$ cat src/rtl/switch_monitor_pkg.sv
// Shared constants for the switch monitor serial port and wake/interrupt logic
package switch_monitor_pkg;

  // ==========================================================================
  // Word layout
  localparam int          WORD_BITS        = 24;
  localparam int          COUNT_W          = 5;
  localparam int          SP_COUNT         = 8;
  localparam int          SG_COUNT         = 14;
  localparam int          STAT_THERMAL_BIT = 23;
  localparam int          STAT_RESET_BIT   = 22;
  localparam int          STAT_SG_LSB      = 8;
  localparam int          STAT_SP_LSB      = 0;
  localparam logic [4:0]  FULL_WORD_COUNT  = 5'h18;
  localparam logic [4:0]  COUNT_SATURATE   = 5'h1f;

  // ==========================================================================
  // Command codes, carried in the top byte of a command word
  localparam int          CMD_LSB          = 16;
  localparam logic [7:0]  CMD_SETTINGS     = 8'h01;
  localparam logic [7:0]  CMD_WAKE_SP      = 8'h02;
  localparam logic [7:0]  CMD_WAKE_SG      = 8'h03;

  // ==========================================================================
  // Reset values: battery-switch polarity, every input enabled for wake-up
  localparam logic [7:0]  POLARITY_RESET   = 8'hff;
  localparam logic [7:0]  SP_ENABLE_RESET  = 8'hff;
  localparam logic [13:0] SG_ENABLE_RESET  = 14'h3fff;

  // ==========================================================================
  // Operating mode
  typedef enum logic [0:0] {
    MODE_NORMAL = 1'b0,
    MODE_SLEEP  = 1'b1
  } mode_t;

endpackage : switch_monitor_pkg

$ cat src/rtl/switch_monitor_spi_port.sv
// Serial host port, switch status capture and wake/interrupt pin logic
`timescale 1ns/1ps

module switch_monitor_spi_port (
  input  wire logic        clock,
  input  wire logic        reset_n,                      // Power-on reset from battery supply
  input  wire logic        spi_cs_n,
  input  wire logic        spi_sclk,
  input  wire logic        spi_si,
  input  wire logic        logic_supply_present,
  input  wire logic        thermal_flag,
  input  wire logic        sleep_request,                // Same-domain pulse from the sleep controller
  input  wire logic [7:0]  dual_polarity_switch_inputs,  // Comparator: 1 = above threshold
  input  wire logic [13:0] ground_only_switch_inputs,    // Comparator: 1 = above threshold
  input  wire logic        int_line_in,
  input  wire logic        wake_line_in,
  output logic             spi_so_out,
  output logic             spi_so_oe,
  output logic             int_out,
  output logic             int_oe,
  output logic             wake_out,
  output logic             wake_oe,
  output logic             normal_mode,
  output logic             int_level_captured,
  output logic [23:0]      command_word,
  output logic             command_valid
);

  localparam int SYNC_W = 7 + switch_monitor_pkg::SP_COUNT + switch_monitor_pkg::SG_COUNT;

  // ==========================================================================
  // Pin synchronisation
  logic [SYNC_W-1:0] sync_bus;
  logic              cs_s, sclk_s, si_s, vdd_s, int_s, wake_s, thermal_s;
  logic [7:0]        sp_level;
  logic [13:0]       sg_level;

  pin_sync #(
    .WIDTH       (SYNC_W),
    .RESET_VALUE ({7'h4c, 22'h003fff})   // Idle pin levels, so no false edge or change follows reset
  ) u_pin_sync (
    .clock    (clock),
    .reset_n  (reset_n),
    .async_in ({spi_cs_n, spi_sclk, spi_si, logic_supply_present, int_line_in, wake_line_in, thermal_flag,
                dual_polarity_switch_inputs, ground_only_switch_inputs}),
    .sync_out (sync_bus)
  );

  assign {cs_s, sclk_s, si_s, vdd_s, int_s, wake_s, thermal_s, sp_level, sg_level} = sync_bus;

  // ==========================================================================
  // Edge detection on synchronised levels
  logic cs_d, sclk_d, int_d, wake_d;

  always_ff @(posedge clock or negedge reset_n) begin
    if (!reset_n) begin
      cs_d   <= 1'b1;
      sclk_d <= 1'b0;
      int_d  <= 1'b1;
      wake_d <= 1'b0;                                   // Wake pin is pulled low while in reset
    end else begin
      cs_d   <= cs_s;
      sclk_d <= sclk_s;
      int_d  <= int_s;
      wake_d <= wake_s;
    end
  end

  wire cs_fall    = cs_d & ~cs_s;
  wire cs_rise    = ~cs_d & cs_s;
  wire selected   = ~cs_d & ~cs_s;                      // Clock edges only count while selected
  wire sclk_rise  = selected & ~sclk_d & sclk_s;
  wire sclk_fall  = selected & sclk_d & ~sclk_s;
  wire int_fall   = int_d & ~int_s;
  wire wake_fall  = wake_d & ~wake_s;

  // ==========================================================================
  // Configuration and switch closure decode
  switch_monitor_pkg::mode_t mode, next_mode;
  logic [7:0]  polarity;
  logic [7:0]  sp_enable;
  logic [13:0] sg_enable;
  logic [21:0] closed_prev;
  logic [7:0]  sp_closed;

  // Battery polarity closes above threshold, ground polarity below
  genvar gi;
  generate
    for (gi = 0; gi < switch_monitor_pkg::SP_COUNT; gi++) begin : g_sp
      assign sp_closed[gi] = polarity[gi] ? sp_level[gi] : ~sp_level[gi];
    end
  endgenerate

  wire [13:0] sg_closed   = ~sg_level;                 // Ground-only: low level is closed
  wire [21:0] closed_now  = {sg_closed, sp_closed};
  wire [21:0] enable_all  = {sg_enable, sp_enable};
  wire        change_now  = |((closed_now ^ closed_prev) & enable_all);
  wire        is_normal   = (mode == switch_monitor_pkg::MODE_NORMAL);

  // Previous closure state; a polarity change may flag one spurious change, which is safe
  always_ff @(posedge clock or negedge reset_n) begin
    if (!reset_n) begin
      closed_prev <= 22'h000000;
    end else begin
      closed_prev <= closed_now;
    end
  end

  // ==========================================================================
  // Serial shift logic
  logic [23:0] in_shift;
  logic [23:0] out_shift;
  logic [4:0]  bit_count;
  logic        reset_flag;

  // Status word: thermal, reset flag, ground-only then programmable closures
  wire [23:0] status_word = {thermal_s, reset_flag, sg_closed, sp_closed};
  wire        word_full   = (bit_count == switch_monitor_pkg::FULL_WORD_COUNT);
  wire        cmd_accept  = cs_rise & word_full & is_normal & vdd_s;
  wire [7:0]  cmd_code    = in_shift[switch_monitor_pkg::CMD_LSB +: 8];

  // Input word shifts in MSB first on falling clock edges
  always_ff @(posedge clock or negedge reset_n) begin
    if (!reset_n) begin
      in_shift  <= 24'h000000;
      bit_count <= 5'h00;
    end else if (cs_fall) begin
      bit_count <= 5'h00;
    end else if (sclk_fall) begin
      in_shift  <= {in_shift[22:0], si_s};
      bit_count <= (bit_count == switch_monitor_pkg::COUNT_SATURATE) ? bit_count : bit_count + 5'h01;
    end
  end

  // Status captured at select, one bit presented per rising clock
  always_ff @(posedge clock or negedge reset_n) begin
    if (!reset_n) begin
      out_shift  <= 24'h000000;
      spi_so_out <= 1'b0;
    end else if (cs_fall) begin
      out_shift  <= status_word;
      spi_so_out <= 1'b0;
    end else if (sclk_rise) begin
      spi_so_out <= out_shift[23];
      out_shift  <= {out_shift[22:0], 1'b0};
    end
  end

  // Output driver enabled only inside a selection
  always_ff @(posedge clock or negedge reset_n) begin
    if (!reset_n) begin
      spi_so_oe <= 1'b0;
    end else if (cs_fall) begin
      spi_so_oe <= 1'b1;
    end else if (cs_rise) begin
      spi_so_oe <= 1'b0;
    end
  end

  // Reset flag stands from power-on until the first deselect
  always_ff @(posedge clock or negedge reset_n) begin
    if (!reset_n) begin
      reset_flag <= 1'b1;
    end else if (cs_rise) begin
      reset_flag <= 1'b0;
    end
  end

  // ==========================================================================
  // Command application at deselect
  always_ff @(posedge clock or negedge reset_n) begin
    if (!reset_n) begin
      command_word  <= 24'h000000;
      command_valid <= 1'b0;
    end else begin
      command_valid <= cmd_accept;
      if (cmd_accept) begin
        command_word <= in_shift;
      end
    end
  end

  // Settings and wake/interrupt commands steer closure polarity and change detection
  always_ff @(posedge clock or negedge reset_n) begin
    if (!reset_n) begin
      polarity  <= switch_monitor_pkg::POLARITY_RESET;
      sp_enable <= switch_monitor_pkg::SP_ENABLE_RESET;
      sg_enable <= switch_monitor_pkg::SG_ENABLE_RESET;
    end else if (cmd_accept) begin
      if (cmd_code == switch_monitor_pkg::CMD_SETTINGS) begin
        polarity <= in_shift[7:0];
      end
      if (cmd_code == switch_monitor_pkg::CMD_WAKE_SP) begin
        sp_enable <= in_shift[7:0];
      end
      if (cmd_code == switch_monitor_pkg::CMD_WAKE_SG) begin
        sg_enable <= in_shift[13:0];
      end
    end
  end

  // ==========================================================================
  // Interrupt pin
  logic int_pending;
  logic change_during_cs;

  // Changes seen while selected keep the interrupt through deselect
  always_ff @(posedge clock or negedge reset_n) begin
    if (!reset_n) begin
      change_during_cs <= 1'b0;
    end else if (cs_fall) begin
      change_during_cs <= 1'b0;
    end else if (selected & is_normal & change_now) begin
      change_during_cs <= 1'b1;
    end else if (cs_rise) begin
      change_during_cs <= 1'b0;
    end
  end

  // A new change in the deselect cycle wins over the clear
  always_ff @(posedge clock or negedge reset_n) begin
    if (!reset_n) begin
      int_pending <= 1'b0;
    end else if (is_normal & change_now) begin
      int_pending <= 1'b1;
    end else if (cs_rise) begin
      int_pending <= change_during_cs;
    end
  end

  // Interrupt level caught at selection for the controller's reference
  always_ff @(posedge clock or negedge reset_n) begin
    if (!reset_n) begin
      int_level_captured <= 1'b1;
    end else if (cs_fall) begin
      int_level_captured <= int_s;
    end
  end

  // ==========================================================================
  // Mode control and wake pin
  wire wake_by_cs   = cs_fall & vdd_s;
  wire wake_by_int  = int_fall & wake_s & vdd_s;
  wire wake_by_wake = wake_fall & (int_s | ~vdd_s);
  wire wake_by_sw   = change_now;
  wire wake_any     = wake_by_cs | wake_by_int | wake_by_wake | wake_by_sw;

  always_comb begin
    next_mode = mode;
    unique case (mode)
      switch_monitor_pkg::MODE_NORMAL: begin
        if (sleep_request) begin
          next_mode = switch_monitor_pkg::MODE_SLEEP;
        end
      end
      switch_monitor_pkg::MODE_SLEEP: begin
        if (wake_any) begin
          next_mode = switch_monitor_pkg::MODE_NORMAL;
        end
      end
    endcase
  end

  // Wake pin drives low in normal mode so it can gate a supply enable
  always_ff @(posedge clock or negedge reset_n) begin
    if (!reset_n) begin
      mode        <= switch_monitor_pkg::MODE_NORMAL;
      normal_mode <= 1'b1;
      wake_oe     <= 1'b1;
      int_oe      <= 1'b0;
      int_out     <= 1'b0;
      wake_out    <= 1'b0;
    end else begin
      mode        <= next_mode;
      normal_mode <= (next_mode == switch_monitor_pkg::MODE_NORMAL);
      wake_oe     <= (next_mode == switch_monitor_pkg::MODE_NORMAL);
      int_oe      <= int_pending;
      int_out     <= 1'b0;
      wake_out    <= 1'b0;
    end
  end

  // Thermal flag as seen at select: the MSB the first rising clock must present
  logic msb_at_select;

  always_ff @(posedge clock or negedge reset_n) begin
    if (!reset_n) begin
      msb_at_select <= 1'b0;
    end else if (cs_fall) begin
      msb_at_select <= thermal_s;
    end
  end
endmodule : switch_monitor_spi_port

$ cat src/rtl/pin_sync.sv
// Two-flop synchroniser for a bundle of asynchronous pin levels
`timescale 1ns/1ps

module pin_sync #(
  parameter int               WIDTH       = 1,
  parameter logic [WIDTH-1:0] RESET_VALUE = '0
) (
  input  wire logic             clock,
  input  wire logic             reset_n,
  input  wire logic [WIDTH-1:0] async_in,
  output logic      [WIDTH-1:0] sync_out
);

  logic [WIDTH-1:0] stage1;

  // ==========================================================================
  // First stage feeds only the second; nothing else may look at it
  always_ff @(posedge clock or negedge reset_n) begin
    if (!reset_n) begin
      stage1   <= RESET_VALUE;
      sync_out <= RESET_VALUE;
    end else begin
      stage1   <= async_in;
      sync_out <= stage1;
    end
  end

endmodule : pin_sync

$ cat config.mk
export PLATFORM = sky130hd
export DESIGN_NAME = switch_monitor_spi_port
export DESIGN_NICKNAME = d
export VERILOG_FILES = /design/src/rtl/switch_monitor_pkg.sv /design/src/rtl/switch_monitor_spi_port.sv /design/src/rtl/pin_sync.sv
export SDC_FILE = /design/constraint.sdc
export NUM_CORES = 1
export LEC_CHECK = 0
export BUFFER_PORTS_ARGS = -buffer_cell sky130_fd_sc_hd__buf_2
export CAP_MARGIN = 10
export CORE_MARGIN = 4
export CORE_UTILIZATION = 59
export DETAILED_ROUTE_END_ITERATION = 8
export PLACE_DENSITY = 0.77
export SLEW_MARGIN = 15
export SYNTH_ARGS = -nofsm -noshare
export SYNTH_HDL_FRONTEND = slang
export SYNTH_SLANG_ARGS = --single-unit
$ cat constraint.sdc
create_clock -name clock -period 2.5 [get_ports clock]
set_input_delay 0.375 -clock clock [delete_from_list [all_inputs] [get_ports clock]]
set_output_delay 0.375 -clock clock [all_outputs]
set_load 0.005 [all_outputs]
Word-level counts from Yosys, hierarchy flattened
Cells that the tools add are included.
Widths: inputs -> output; s select.
{"block": "op_classes", "addsub": 1, "mul": 0, "div": 0, "n_lt_le_gt_ge": 0, "n_eq_ne": 6, "shift": 0, "muxes": 24, "bitwise_logic": 44, "reduce_logical": 11}
{"cell": "$mux 24", "count": 2}
{"cell": "$and 22x22->22", "count": 1}
{"cell": "$reduce_or 22->1", "count": 1}
{"cell": "$xor 22x22->22", "count": 1}
{"cell": "$and 1x1->1", "count": 19}
{"cell": "$mux 1", "count": 18}
{"cell": "$not 1->1", "count": 18}
{"cell": "$eq 8x2->1 const B", "count": 2}
{"cell": "$mux 5", "count": 3}
{"cell": "$not 14->14", "count": 1}
{"cell": "$eq 5x5->1 const B", "count": 2}
{"cell": "$reduce_and 2->1", "count": 5}
{"cell": "$eq 8x1->1 const B", "count": 1}
{"cell": "$reduce_bool 2->1", "count": 4}
{"cell": "$add 5x1->5 const B", "count": 1}
{"cell": "$or 1x1->1", "count": 4}
{"cell": "$reduce_bool 3->1", "count": 1}
{"cell": "$ne 2x2->1 const B", "count": 1}
{"cell": "$pmux 1 s2", "count": 1}
{"block": "totals", "register_bits": 201, "latchBits": 0, "ramBits": 0, "romBits": 0, "in_bits": 32, "output_inout_bits": 33, "mem_count": 0}

Depth between registers and ports, before layout
{"block": "logic_depth", "depth_word": 10, "depth_mapped": 8, "depth_no_buf": 8}

Hierarchy
A second synthesis with hierarchy kept.
{"block": "unflattened", "hier_cells": 491, "hier_area_um2": 7398.3}
{"module": "switch_monitor_spi_port", "n_inst": 1, "cells_each": 433, "area_per_inst_um2": 5904.4, "seq_area_each_um2": 3622.2}
{"module": "pin_sync", "n_inst": 1, "cells_each": 58, "area_per_inst_um2": 1493.9, "seq_area_each_um2": 1493.9}

Least setup slack after synthesis
OpenSTA, ideal clock, no wires.
{"block": "synth_path", "path_kind": "register -> register", "from": "register u_pin_sync.sync_out[28]", "to": "register polarity[0]", "setup_time_ps": 82, "arrival_ps": 2128, "required_ps": 2418, "setup_slack_ps": 290, "stages_incl_launch_ff": 8, "synth_period_minus_slack_ps": 2210, "path_cell_list": "dfstp_2 -> ha_1 -> nand4b_1 -> nor3_2 -> and3_1 -> nand2_1 -> nor2_2 -> mux2_2"}
{"block": "synth_between", "elab_chain_len": 5}
{"element": "start, declared", "line": "pin_sync.sv:11", "source": "output logic [WIDTH-1:0] sync_out"}
{"element": "start signal, assigned", "line": "pin_sync.sv:24", "source": "sync_out <= stage1;"}
{"element": "$and 1x1->1", "line": "switch_monitor_spi_port.sv:70", "source": "wire cs_rise = ~cs_d & cs_s;"}
{"element": "via cs_rise", "line": "switch_monitor_spi_port.sv:70"}
{"element": "$and 1x1->1 (3 in a row)", "line": "switch_monitor_spi_port.sv:119", "source": "wire cmd_accept = cs_rise & word_full & is_normal & vdd_s;"}
{"element": "$reduce_and 2->1 (no line)"}
{"element": "end signal, assigned", "line": "switch_monitor_spi_port.sv:186", "source": "polarity <= switch_monitor_pkg::POLARITY_RESET;"}
{"element": "end signal, assigned", "line": "switch_monitor_spi_port.sv:191", "source": "polarity <= in_shift[7:0];"}
{"element": "end, declared", "line": "switch_monitor_spi_port.sv:80", "source": "logic [7:0] polarity;"}
The timed path passes the listed nets, and every way through them passes these cells.
A chain may end at the register's enable or synchronous reset.

Final worst setup path
{"block": "layout_path", "from": "register u_pin_sync.sync_out[28]", "to": "register polarity[1]"}
Same word-level chain as after synthesis.

==> flow_summary_export.csv <==
group,metric,value,unit
clock_network,clk_latency,480,ps
worst_setup_path,start_kind,"flip-flop",
power,peakVddDrop,526,uV
floorplanning,die_h,120,microns
timing,holdWs,20.8,ps
floorplanning,num_rows,40,
run,cap_violations,0,
layout,final_util,73.0,%
timing,hold_viol,0,
timing,setup_violations,0,
worst_setup_path,critPathCaptureType,"flip-flop",
global_route,grt_pass1_vias,4222,
clock_network,cts.sinks,201,
route,antenna_left,0,
global_route,grt_max_degree,83,
clock_network,clkSlewWorstSetupHoldPaths,60,ps
layout,diodes,0,
layout,fillCellCount,792,
timing,slew-limit-headroom,57.6,%
logic_synthesis,yosys-top-cells-count,"dfrtp_1 (132), mux2_2 (94), dfstp_2 (69)",
power,p_seq_share,52.4,%
route,drc,0,
logic_synthesis,yosysSeqAreaShare,69.1,%
timing,tightestPinTransition,636,ps
logic_synthesis,syn_inst,491,
layout,ff_latch_area,0.00512,sq mm
logic_synthesis,ys_types,36,
power,power_density,767,mW/mm^2
global_route,antenna_found_initial,0,
timing,fin_setup_tns,0,ps
placed_design,io_buffers,62,
logic_synthesis,ys_async_sr_fraction,100,%
logic_synthesis,synth_top_cell_by_area,"dfrtp_1",
clock_network,clockRootBuffer,"clkbuf_16",
clock_network,cts_setup_buffers,0,
layout,drive_gt1_share,43.6,%
clock_network,cts_buffer_depth,3,
power,clkPwrFrac,42.0,%
worst_setup_path,cp_max_fo,8,
power,switchingPower,1.45,mW
hold_path,hp-class,"in -> reg",
clock_network,htreeDepth,1,
floorplanning,dieArea,0.0144,sq mm
route,via_per_inst,5.16,
global_route,grt_pass1_wl,21.3,mm
logic_synthesis,ys_seq_elements,201,
route,via_count,4016,
timing,finalMaxSlewViolations,0,
worst_setup_path,cp.arrival,2700,ps
layout,area_delta_synth_final,20.0,%
route,routed_wl,12.7,mm
global_route,grt.total_usage,18.2,%
floorplanning,io_pins,65,
clock_network,tritoncts,"yes",
placed_design,dp_cells,714,
worst_setup_path,cpMaxStageDelayCell,"dfstp_2",
logic_synthesis,netlist_area,0.00740,sq mm
floorplanning,coreArea,0.0122,sq mm
worst_setup_path,crit_type,"reg -> reg",
timing,post-route-period-util,92.2,%
layout,nets,634,
placed_design,gp_congestion,0.817,
worst_setup_path,cp.required,2900,ps
timing,fin_crit,2310,ps
status,status,"complete, no violations",
timing,finClkSkew,13.2,ps
route,drt-pass1-iter-count,4,
worst_setup_path,cp_cell_sequence,"ha_1 > nand4b_1 > nor3_4 > and3_1 > nand2_1 > nor2_2 > mux2_2",
logic_synthesis,synth-edff-count,0,
logic_synthesis,synth_area_per_cell,15.1,sq um
placed_design,dp_hpwl,8.23,mm
floorplanning,fp.dieW,120,microns
timing,rsz0062_at_grt,"no",
route,wire_per_inst,16.3,microns
power,p_leak,4.20,nW
power,swShare,21.3,%
power,internal_power,5.36,mW
logic_synthesis,synthTopCellsByArea,"dfrtp_1 (45%), dfstp_2 (24%), mux2_2 (14%)",
global_route,overflow,0,
logic_synthesis,synth_top_area_share,44.6,%
power,combPwrFrac,5.5,%
logic_synthesis,yosysMostFrequentCell,"dfrtp_1",
logic_synthesis,ys_warn_count,0,
worst_setup_path,slowest_delay,540,ps
layout,multi_input_area,0.00215,sq mm
logic_synthesis,ys.flop_type,"dfrtp_1",
floorplanning,start_util,60.9,%
timing,max_freq,434,MHz
clock_network,numCtsBuffers,20,
layout,final_cells,778,
route,dr.first_iter.drc_count,178,
-- timing repair --
action / CTS / global route
hold buffers: 28 / 0
hold endpoints to repair: 79 / 0
resized for setup: 0 / 0
-- metal layers --
metal	track usage, %	up-vias	share of wire [%]
met5	0	-	0
met4	4.08	0	1.7
met3	3.39	21	3.3
met2	30.0	63	50
met1	25.6	2060	46
li1	-	1872	-
-- power by group through the flow --
stage	clock network (mW)	logic (mW)	registers [mW]
2_1_floorplan	0	0.209	3.58
3_3_place_gp	0	0.336	3.61
3_5_place_dp	0	0.349	3.62
4_1_cts	2.93	0.385	3.57
5_1_grt	3.09	0.424	3.59
6_report	2.86	0.378	3.57
-- per-stage QoR --
stage / area (sq um) / setup WS (ps) / power, mW
after floorplan: 7410 / 290 / 3.78
after global placement: 7960 / 229 / 3.95
after detailed placement: 7960 / 187 / 3.97
after CTS: 8880 / 181 / 6.88
after global routing: 8880 / 57.3 / 7.10
final: 8880 / 195 / 6.81
-- state kept, by name (all words and copies together) (netlist names), 5 cells and up --
signal	count
sg_enable	14
u_pin_sync.stage1	29
out_shift	24
in_shift	24
closed_prev	22
command_word	24
polarity	8
u_pin_sync.sync_out	29
sp_enable	8
bit_count	5
-- cells by family after synthesis --
group,Yosys count,share of synthesized area [%]
muxes,110,16.5
other,1,0.0507
xor gates and xnor gates,30,3.75
and+or+nand+nor,68,4.40
AOI/OAI and AO/OA,39,3.18
DFF,201,69.1
buffers and inverters,36,2.03
adders and majority gates,6,1.01
-- worst paths after layout --
path                                                   startpoint  slack (ps)  cells past startpoint                           endpoint
worst max-delay path            u_pin_sync.sync_out[28]$_DFF_PN1_         190                      7            polarity[1]$_DFFE_PN1P_
worst min-delay path               dual_polarity_switch_inputs[0]          20                      1    u_pin_sync.stage1[14]$_DFF_PN0_
worst max register to register  u_pin_sync.sync_out[28]$_DFF_PN1_         190                      7            polarity[1]$_DFFE_PN1P_
worst min register to register    u_pin_sync.stage1[15]$_DFF_PN0_         350                      0  u_pin_sync.sync_out[15]$_DFF_PN0_
max in group asynchronous                                 reset_n        1220                      3   u_pin_sync.sync_out[0]$_DFF_PN1_
min in group asynchronous                                 reset_n         500                      2    u_pin_sync.stage1[23]$_DFF_PN0_
-- cells in the final DEF (no fill, tap or decap), types with 10 or more instances in the layout --
| master | n |
|---|---|
| dfrtp_1 | 132 |
| mux2_2 | 94 |
| dfstp_2 | 69 |
| buf_2 | 61 |
| dlygate4sd3_1 | 28 |
| nor2_1 | 23 |
| xnor2_1 | 21 |
| nand2_1 | 21 |
| clkbuf_16 | 20 |
| inv_1 | 19 |
| mux2i_1 | 16 |
| a21oi_1 | 14 |
| o21ai_0 | 11 |
| clkbuf_1 | 10 |
-- area by class of cell --
type	count	share of cell area, %
well taps	168	2.37
repair buffers	99	7.79
inverters	19	0.803
flip-flops and latches	201	57.6
multi-input cells	255	24.2
clock inverters	2	0.521
clock buffers	34	6.68
-- critical path: cells and delay by family (launching register included) --
kind	cells	cell delay (ps)
simple gates	5	1060
flops	1	540
mux	1	400
fa+ha+maj	1	230
Note: power is estimated with default switching activity, not from simulation.
